==> src/common/slice_pkg.sv <==
/*
 * constants and carrier types for the arbiter time-slice block.
 * assumes a 40 MHz core clock and a plain strobe register port.
 */
// Function
// - current agent keeps the bus for the multi-transaction slice, then another is granted if one is waiting.
// - multi-transaction register at zero (reset value) disables that slice entirely.
// - multi-transaction slice steps by eight clocks; register value equals clocks.
// - processor transactions are governed by the same multi-transaction slice.
// - low-priority timer sets minimum tenure for low-priority reads and writes, either queue.
// - low-priority slice spans the whole transfer state, across same-type transactions.
// - after low-priority expiry, hand over only if another request is pending.
// - high-priority requests are never delayed; ownership passes to them at once.
// - low-priority register at zero (reset value) disables that minimum tenure.
// - low-priority count in bits 7:3, eight-clock granularity; bits 2:0 reserved.
// - both slices act only in graphics-port mode, not display-cache mode.
package slice_pkg;
  localparam logic [7:0] MTS_OFFSET = 8'hbc;
  localparam logic [7:0] LPS_OFFSET = 8'hbd;
  localparam logic [7:0] STATUS_OFFSET = 8'hbf;
  localparam logic [7:0] SLICE_RESET = 8'h00;
  localparam logic [7:0] COUNT_MASK = 8'hf8;
  localparam int COUNT_LSB = 3;
  localparam int AGENT_W = 2;

  typedef enum logic [1:0] {
    AG_NONE = 2'b00,
    AG_MASTER = 2'b01,
    AG_HOST = 2'b10,
    AG_HIPRI = 2'b11
  } agent_e;

  typedef struct packed {
    logic [7:0] addr;
    logic [7:0] wdata;
    logic wr;
    logic rd;
  } regreq_s;
endpackage

==> src/rtl/slice_timer.sv <==
/*
 * one down-counting slice timer.
 * assumes load and tick come from logic on the same clock.
 */
`timescale 1ns/10ps
`default_nettype none
module slice_timer #(
  parameter int W = 8
) (
  input wire logic clk, // core clock
  input wire logic rst_n, // sync reset, low
  input wire logic load, // start of a new tenure
  input wire logic [W-1:0] loadVal, // slice length in clocks
  input wire logic tick, // one link clock elapsed
  output logic expired // slice used up
);
  logic [W-1:0] cnt_r;
  logic [W-1:0] cnt_nxt;
  assign cnt_nxt = load ? loadVal : ((tick && cnt_r != '0) ? cnt_r - 1'b1 : cnt_r);
  assign expired = (cnt_r == '0);
  always_ff @(posedge clk) begin
    if (!rst_n) cnt_r <= '0;
    else cnt_r <= cnt_nxt;
  end
endmodule // slice_timer
`default_nettype wire

==> src/rtl/slice_arbiter.sv <==
/*
 * time-slice arbiter for the graphics port: bus master, host bridge and
 * a high-priority queue compete; two programmable slices set tenures.
 * assumes requests are synchronous to clk and linkTick pulses once per
 * 66 MHz link clock as seen in this domain.
 */
`timescale 1ns/10ps
`default_nettype none
module slice_arbiter (
  input wire logic clk, // core clock
  input wire logic rst_n, // sync reset, low
  input wire slice_pkg::regreq_s regReq, // register access
  output logic [7:0] regRdata, // read data, cycle after read
  input wire logic linkTick, // one pulse per link clock
  input wire logic agpMode, // high in graphics-port mode
  input wire logic reqMaster, // bus master request
  input wire logic reqHost, // host bridge request
  input wire logic reqHiPri, // high-priority queue request
  input wire logic lowPriXfer, // low-priority data state active
  input wire logic lowPriRead, // low-priority transfer is a read
  output slice_pkg::agent_e grant // current owner
);
  import slice_pkg::*;

  // ****************************************
  // registers
  // ****************************************
  logic [7:0] mtSlice_r;
  logic [7:0] lpSlice_r;
  logic [7:0] rdata_r;
  wire hitMt = regReq.addr == MTS_OFFSET;
  wire hitLp = regReq.addr == LPS_OFFSET;
  wire hitSt = regReq.addr == STATUS_OFFSET;
  wire [7:0] wrMasked = regReq.wdata & COUNT_MASK;
  agent_e grant_r;
  agent_e grant_nxt;
  logic mtExp;
  logic lpExp;
  logic lpActive_r;
  logic lpRead_r;
  wire [7:0] status = {lpActive_r, lpRead_r, mtExp, lpExp, 2'b00, grant_r};
  wire [7:0] rdSel = hitMt ? mtSlice_r : hitLp ? lpSlice_r : hitSt ? status : 8'h00;

  always_ff @(posedge clk) begin
    if (!rst_n) begin
      mtSlice_r <= SLICE_RESET;
      lpSlice_r <= SLICE_RESET;
      rdata_r <= 8'h00;
    end else begin
      if (regReq.wr && hitMt) mtSlice_r <= wrMasked;
      if (regReq.wr && hitLp) lpSlice_r <= wrMasked;
      rdata_r <= regReq.rd ? rdSel : 8'h00;
    end
  end
  assign regRdata = rdata_r;

  // ****************************************
  // slice timers
  // ****************************************
  // a slice is live only in graphics-port mode with a nonzero setting
  wire mtOn = agpMode && (mtSlice_r != 8'h00);
  wire lpOn = agpMode && (lpSlice_r != 8'h00);
  wire newGrant = grant_nxt != grant_r;
  // low-priority state restarts on entry or on a change of read/write type
  wire lpEnter = lowPriXfer && (!lpActive_r || lpRead_r != lowPriRead);

  always_ff @(posedge clk) begin
    if (!rst_n) begin
      lpActive_r <= 1'b0;
      lpRead_r <= 1'b0;
    end else begin
      lpActive_r <= lowPriXfer;
      lpRead_r <= lowPriRead;
    end
  end

  slice_timer #(.W(8)) mtTimer (
    .clk(clk),
    .rst_n(rst_n),
    .load(newGrant),
    .loadVal(mtSlice_r),
    .tick(linkTick),
    .expired(mtExp)
  );

  slice_timer #(.W(8)) lpTimer (
    .clk(clk),
    .rst_n(rst_n),
    .load(lpEnter),
    .loadVal(lpSlice_r),
    .tick(linkTick),
    .expired(lpExp)
  );

  // ****************************************
  // arbitration
  // ****************************************
  wire mtHold = mtOn && !mtExp;
  wire lpHold = lpOn && lowPriXfer && lpActive_r && !lpExp;
  wire curReq = (grant_r == AG_MASTER) ? reqMaster :
                (grant_r == AG_HOST) ? reqHost :
                (grant_r == AG_HIPRI) ? reqHiPri : 1'b0;
  wire otherReq = (grant_r != AG_MASTER && reqMaster) || (grant_r != AG_HOST && reqHost);
  // a master or host owner that still requests keeps the bus while a slice holds; after expiry only a waiting
  // request takes it, otherwise the current owner carries on
  wire keep = curReq && (mtHold || lpHold || !otherReq);
  // round robin between master and host avoids starving either side
  agent_e rrPick;
  // a master that has dropped its request must not be handed the bus again
  assign rrPick = (grant_r == AG_MASTER) ? (reqHost ? AG_HOST : (reqMaster ? AG_MASTER : AG_NONE)) :
                  (reqMaster ? AG_MASTER : (reqHost ? AG_HOST : AG_NONE));

  always_comb begin
    grant_nxt = grant_r;
    if (reqHiPri) grant_nxt = AG_HIPRI;
    else if (keep && grant_r != AG_HIPRI) grant_nxt = grant_r;
    else grant_nxt = rrPick;
  end

  always_ff @(posedge clk) begin
    if (!rst_n) grant_r <= AG_NONE;
    else grant_r <= grant_nxt;
  end
  assign grant = grant_r;
endmodule // slice_arbiter
`default_nettype wire

==> config.mk <==
export PLATFORM = sky130hd
export DESIGN_NAME = slice_arbiter
export DESIGN_NICKNAME = d
export VERILOG_FILES = /design/src/common/slice_pkg.sv /design/src/rtl/slice_timer.sv /design/src/rtl/slice_arbiter.sv
export SDC_FILE = /design/constraint.sdc
export NUM_CORES = 1
export LEC_CHECK = 0
export ABC_AREA = 1
export BUFFER_PORTS_ARGS = -buffer_cell sky130_fd_sc_hd__buf_2
export CELL_PAD_IN_SITES_DETAIL_PLACEMENT = 0
export CELL_PAD_IN_SITES_GLOBAL_PLACEMENT = 2
export CORE_ASPECT_RATIO = 1.25
export CORE_MARGIN = 8
export CORE_UTILIZATION = 30
export CTS_BUF_LIST = sky130_fd_sc_hd__clkbuf_16
export CTS_CLUSTER_DIAMETER = 30
export DETAILED_ROUTE_END_ITERATION = 7
export PLACE_DENSITY = 0.82
export SYNTH_ARGS = -nofsm -noshare
export SYNTH_HDL_FRONTEND = slang
export SYNTH_HIERARCHICAL = 1
export SYNTH_SLANG_ARGS = --single-unit
==> constraint.sdc <==
create_clock -name clk -period 3.6 [get_ports clk]
set_clock_uncertainty 0.2 [all_clocks]
set_input_delay 0.36 -clock clk [delete_from_list [all_inputs] [get_ports clk]]
set_output_delay 0.36 -clock clk [all_outputs]
set_load 0.01 [all_outputs]
==> results of run 1 <==
==> per-layer routing <==
layer / global-route usage (%) / vias to the layer above
met3: 3.004 / 10
met5: 0 / -
met2: 19.65 / 33
li1: - / 1183
met4: 5.388 / 0
met1: 13.10 / 946
==> state kept, by name (all words and copies together), names as in the netlist <==
name / flops
lpTimer/cnt_r: 8
mtTimer/cnt_r: 8
regRdata: 7
lpSlice_r: 5
mtSlice_r: 5
grant: 2
lpActive_r: 1
lpRead_r: 1
==> how the worst max path moves through the flow <==
stage,from,endpoint,depth (start not counted)
floorplan,lpTimer/cnt_r[0]$_SDFFE_PN0P_,mtTimer/cnt_r[1]$_SDFFE_PN0P_,24
global placement,lpTimer/cnt_r[0]$_SDFFE_PN0P_,mtTimer/cnt_r[1]$_SDFFE_PN0P_,23
detailed placement,lpTimer/cnt_r[0]$_SDFFE_PN0P_,mtTimer/cnt_r[1]$_SDFFE_PN0P_,23
CTS,lpTimer/cnt_r[0]$_SDFFE_PN0P_,mtTimer/cnt_r[1]$_SDFFE_PN0P_,23
global route,lpTimer/cnt_r[0]$_SDFFE_PN0P_,mtTimer/cnt_r[1]$_SDFFE_PN0P_,23
finish,lpTimer/cnt_r[0]$_SDFFE_PN0P_,mtTimer/cnt_r[1]$_SDFFE_PN0P_,23
==> per-stage QoR <==
stage               setup WS [ps]  utilization (%)  hold WS [ps]  instance area (sq um)
floorplan                    1125                -         248.9                   2241
global placement            680.3            34.35         272.4                   2497
detailed placement          681.9            34.35         279.9                   2497
CTS                         671.8            36.66         83.54                   2665
global route                391.6            36.66         109.5                   2665
finish                      753.1            36.66         83.98                   2665
==> kinds of logic (layout without fill, tap and decap cells) <==
kind of cell | after synthesis | in the layout | share of synthesized area [%]
AOI/OAI and AO/OA | 50 | 50 | 12.13
xor gates and xnor gates | 3 | 3 | 1.185
adders and majority gates | 4 | 4 | 2.256
buffers and inverters | 63 | 99 | 12.18
DFF | 37 | 37 | 33.39
other | 1 | 7 | 0.1690
and+or+nand+nor | 192 | 192 | 38.69
==> layout make-up <==
cell class	instances	area [sq um]
repair buffers	32	160.2
clock inverters	3	42.54
flip-flops and latches	37	740.7
fillers	850	4604
inverters	59	251.5
well taps	92	115.1
multi-input cells	256	1230
clock buffers	5	125.1
==> tightest hold or removal path, delay by kind of cell <==
kind | cells | cell delay, ps
buffers and inverters | 2 | 140
AND/OR/NAND/NOR | 1 | 50
==> placed cells by master, fill, tap and decap left out <==
master / count
a21oi_1: 18
a31oi_1: 1
buf_2: 32
bufinv_16: 1
bufinv_8: 2
clkbuf_16: 5
clkinv_1: 1
clkinv_2: 2
clkinv_4: 1
conb_1: 7
dfxtp_1: 37
ha_1: 4
inv_1: 45
inv_2: 10
nand2_1: 84
nand2_2: 9
nand2_4: 4
nand3_1: 37
nand3_2: 1
nand4_1: 6
nor2_1: 45
nor2_2: 2
nor3_1: 3
nor3b_2: 1
o21ai_0: 8
o21ai_1: 16
o21bai_1: 2
o22ai_1: 4
o31ai_2: 1
xnor2_1: 2
xor2_1: 1
==> power by group through the flow <==
stage / sequential, mW / combinational (mW) / clock [mW]
floorplan: 0.458 / 0.229 / 0
global placement: 0.463 / 0.299 / 0
detailed placement: 0.463 / 0.299 / 0
CTS: 0.454 / 0.300 / 0.519
global route: 0.457 / 0.345 / 0.534
finish: 0.454 / 0.295 / 0.510
==> results.json, run 1 <==
{
  "cpPeakStageDelay_ps": 310,
  "r2r_setup_slack_ps": 750,
  "synth_edf_count": 0,
  "grt_pass1_wl_um": 9832,
  "p_leak_nw": 1.327,
  "synth.avg_cell_area_sq_um": 6.338,
  "routed_wl_um": 5700,
  "dpl.hpwl_um": 4442,
  "dp.cells": 476,
  "initial_core_util_pct": 30.52,
  "gp_congestion": 0.7761,
  "total_power_mw": 1.259,
  "drt_iter0_markers": 153,
  "numPortBuffers": 32,
  "drtPass1Iterations": 4,
  "ys_async_sr_fraction_pct": 0,
  "synth_top_area_cell": "dfxtp_1",
  "grt_overflow_total": 0,
  "vias": 2172,
  "fmax_mhz": 351.3,
  "cts.sinks": 37,
  "min_to": "lpActive_r$_SDFF_PN0_",
  "top_layer": "met4",
  "yosys-top-cells-count": "84 x nand2_1, 45 x nor2_1, 44 x inv_1, 37 x dfxtp_1, 37 x nand3_1",
  "cts_buffer_depth": 2,
  "wl_met2_um": 2712,
  "drv_slew": 0,
  "crit_chain": "inv_1, ha_1, nand2_1, nor2_1, inv_1, nand2_1, nor2_1, nand2_1, nand2_1, nand2_2, nand2_2, nand2_2, nand2_1, nand2_1, nand2_1, nand2_1, inv_1, nand2_1, inv_2, nand2_4, clkinv_2, nor2_1, nor2_1",
  "min_path_type": "input pin to register",
  "p_int_uw": 866.1,
  "worstSetupEndpointType": "register",
  "cap_violations": 0,
  "switching_share_pct": 31.21,
  "cp.arrival_ps": 2830,
  "cp_slowest_cell": "dfxtp_1",
  "seqPwrFrac_pct": 36.0,
  "fp.dieH_um": 112.1,
  "worstPathRequired_ps": 3580,
  "crit_family": "simple AND/OR/NAND/NOR gates",
  "p_per_area_mw_per_mm2": 472.5,
  "vias_per_cell": 4.488,
  "core_area_sq_mm": 0.007269,
  "synth-seq-cells": 37,
  "hold_buffers": 0,
  "finalCritPeriodShare_pct": 79.08,
  "hold_viol": 0,
  "cts_setup_buffers": 0,
  "yosys_most_used_dff": "dfxtp_1",
  "area_growth_pct": 20.14,
  "cts-root-buf": "clkbuf_16",
  "netlist_instances": 350,
  "cp_max_fo": 10,
  "reg2regPathDepth": 23,
  "grt_setup_unrepaired": "false",
  "wire_per_inst_um": 11.78,
  "clock_latency_ps": 290,
  "synth-seq-area-share_pct": 33.39,
  "min_from": "lowPriXfer",
  "worstSetupStartpointType": "register",
  "synth.most_common_cell": "nand2_1",
  "drive_gt1_share_pct": 18.11,
  "rr_startpoint": "lpTimer/cnt_r[0]$_SDFFE_PN0P_",
  "fp.dieW_um": 92.92,
  "run_status": "finished, final reports clean",
  "p_switching_uw": 393.0,
  "fin_nets": 422,
  "yosys_warnings": 6,
  "num_antenna_cells": 0,
  "yosys.cell_types.count": 29,
  "wl_met3_um": 190,
  "synth.top_cells.by_area": "dfxtp_1 33%, nand2_1 14%, nand3_1 8.3%",
  "setup_viol": 0,
  "synth_area_sq_mm": 0.002218,
  "worst-setup-path-type": "register to register",
  "synth_top_area_share_pct": 33.39,
  "crit_buf_inv": 5,
  "pin_count": 37,
  "die_area_sq_mm": 0.01042,
  "numCtsBuffers": 5,
  "clkPwrFrac_pct": 40.5,
  "drc": 0,
  "path_clk_slew_ps": 60,
  "antenna_found_initial": 0,
  "fin_setup_tns_ps": 0,
  "ant_nets": 0,
  "combPwrFrac_pct": 23.4,
  "grt_usage_pct": 11.58,
  "grt_pass1_vias": 2187,
  "wirelength_met1_um": 2669,
  "cts_max_level": 2,
  "critPathMostFrequentCell": "nand2_1",
  "cts_resized": 0,
  "irDropWorstVdd_uv": 196.7,
  "cts_tree": "done",
  "min_period_ps": 2847,
  "min_path_cells": 3,
  "fin_cells": 484,
  "grt_max_degree": 24,
  "std_cell_rows": 35,
  "reg2reg_to": "mtTimer/cnt_r[1]$_SDFFE_PN0P_"
}
No activity file was read; power rests on OpenSTA's default activity.
==> inputs of run 2 (changes only) <==
Clock period 3.6 ns to 2.8 ns, I/O delays scaled along.
==> run 2 against run 1 <==
Clock-buffer cell count stayed put. Flip-flop and latch count stayed put. First-iteration DRC count is 42% lower. Maximum frequency is 14% higher. Critical path type unchanged. Routed wire length is 3.9% higher. Hold slack worse by 80 ps. Utilization is 1.1 points higher. Sequential share of layout area is 0.78 points lower. Die area stayed put. Global-route usage is 0.57 points higher. Largest cell class unchanged. Combinational power is 42% higher. Critical path depth stayed put.
==> results.json, run 2 (synthesized netlist as in run 1, its figures left out) <==
{
  "run_status": "finished, final reports clean",
  "grt_setup_unrepaired": "false",
  "min_path_type": "input pin to register",
  "numPortBuffers": 32,
  "min_period_ps": 2492,
  "worstSetupStartpointType": "register",
  "cp.arrival_ps": 2510,
  "layout_common_cells": "83 x nand2_1, 44 x inv_1, 43 x nor2_1, 37 x nand3_1, 36 x dfxtp_1",
  "crit_chain": "inv_1, ha_1, nand2_1, nor2_2, inv_1, nand2_1, nor2_1, nand2_1, nand2_1, nand2_2, nand2_2, nand2_2, nand2_1, nand2_1, nand2_1, nand2_1, inv_1, nand2_2, buf_4, nand2_1, nand2_1, nand2_1, a21oi_1",
  "grt_usage_pct": 12.15,
  "core_area_sq_mm": 0.007269,
  "path_clk_slew_ps": 60,
  "grt_overflow_total": 0,
  "worst-setup-path-type": "register to register",
  "cp_max_fo": 9,
  "grt_pass1_vias": 2278,
  "clock_latency_ps": 290,
  "drv_slew": 0,
  "vias_per_cell": 4.513,
  "hold_buffers": 0,
  "fin_ws_ps": 308.2,
  "cts_tree": "done",
  "finalCritPeriodShare_pct": 88.99,
  "cts_max_level": 2,
  "fin_nets": 431,
  "ant_nets": 0,
  "grt_pass1_wl_um": 10330,
  "irDropWorstVdd_uv": 227.2,
  "pin_count": 37,
  "routed_wl_um": 5922,
  "cp_slowest_cell": "dfxtp_2",
  "fp.dieW_um": 92.92,
  "antenna_found_initial": 0,
  "fin_setup_tns_ps": 0,
  "area_growth_pct": 23.80,
  "drc": 0,
  "num_antenna_cells": 0,
  "cpPeakStageDelay_ps": 320,
  "p_per_area_mw_per_mm2": 601.0,
  "cap_violations": 0,
  "mostFrequentLayoutCell": "nand2_1",
  "worstSetupEndpointType": "register",
  "setup_viol": 0,
  "cts_buffer_depth": 2,
  "fmax_mhz": 401.3,
  "worstPathRequired_ps": 2820,
  "critPathMostFrequentCell": "nand2_1",
  "drtPass1Iterations": 4,
  "wire_per_inst_um": 12.01,
  "initial_core_util_pct": 30.52,
  "drt_iter0_markers": 89,
  "grt_max_degree": 24,
  "dpl.hpwl_um": 4557,
  "die_area_sq_mm": 0.01042,
  "cts.sinks": 37,
  "dp_slack_ps": 232.2,
  "drive_gt1_share_pct": 21.20,
  "vias": 2225,
  "std_cell_rows": 35,
  "p_leak_nw": 1.361,
  "gp_congestion": 0.7637,
  "cts-root-buf": "clkbuf_16",
  "fp.dieH_um": 112.1,
  "hold_viol": 0,
  "numCtsBuffers": 5
}
-- run 2: cell types whose count changed in the layout (fill, tap and decap cells not counted), sizes merged --
cell	delta
buf	+8
clkinvlp	+2
inv	-1
-- run 2: worst paths after layout --
kind | start | end | slack, ps | depth (start not counted)
setup / recovery | lpTimer/cnt_r[1]$_SDFFE_PN0P_ | mtTimer/cnt_r[3]$_SDFFE_PN0P_ | 310 | 23
hold / removal | lowPriRead | lpRead_r$_SDFF_PN0_ | 4 | 3
setup reg to reg | lpTimer/cnt_r[1]$_SDFFE_PN0P_ | mtTimer/cnt_r[3]$_SDFFE_PN0P_ | 310 | 23
hold reg to reg | mtSlice_r[4]$_SDFFE_PN0P_ | mtSlice_r[4]$_SDFFE_PN0P_ | 290 | 2
-- run 2: final cells by class --
cell class	instances	area, sq um
inverter	59	254.0
timing repair buffer	40	220.2
clock buffer	5	125.1
tap	92	115.1
multi-input combinational	256	1241
timing repair inverter	1	7.507
clock inverter	3	41.29
fill	859	4523
sequential	37	742.0
-- run 2: stage by stage --
stage	power (mW)	utilization, %	std cells	area, sq um	hold WS, ps
2_1_floorplan	0.8837	-	356	2241	173.5
3_3_place_gp	1.001	35.08	483	2550	272.0
3_5_place_dp	1.002	35.08	483	2550	288.5
4_1_cts	1.658	37.37	491	2716	5.161
5_1_grt	1.754	37.78	493	2746	22.26
6_report	1.651	37.78	493	2746	3.631
-- run 2: report_power, final --
| group | internal, mW | switching, mW | leakage, nW |
|---|---|---|---|
| Combinational | 0.164 | 0.254 | 0.982 |
| Sequential | 0.554 | 0.0267 | 0.302 |
| Clock | 0.417 | 0.234 | 0.0775 |
| Total | 1.14 | 0.515 | 1.36 |
-- run 2: repair_timing --
| item | 4_1_cts | 5_1_grt |
|---|---|---|
| setup endpoints to repair | 0 | 6 |
| setup buffers | 0 | 1 |
| gates resized for setup | 0 | 7 |
-- run 2: critical path, delay by kind of cell (launching register included) --
family / cells / cell delay (ps)
simple gates: 17 / 1260
buf+inv: 4 / 380
flops: 1 / 320
fa+ha+maj: 1 / 150
compound gates: 1 / 130
-- run 2: metal layers --
layer  GRT usage, %  routed length [um]  vias up
met4          5.280                 106        0
li1               -                   -     1202
met3          2.937                 190        8
met2          20.22                2861       31
met5              0                   0        -
met1          14.33                2764      984
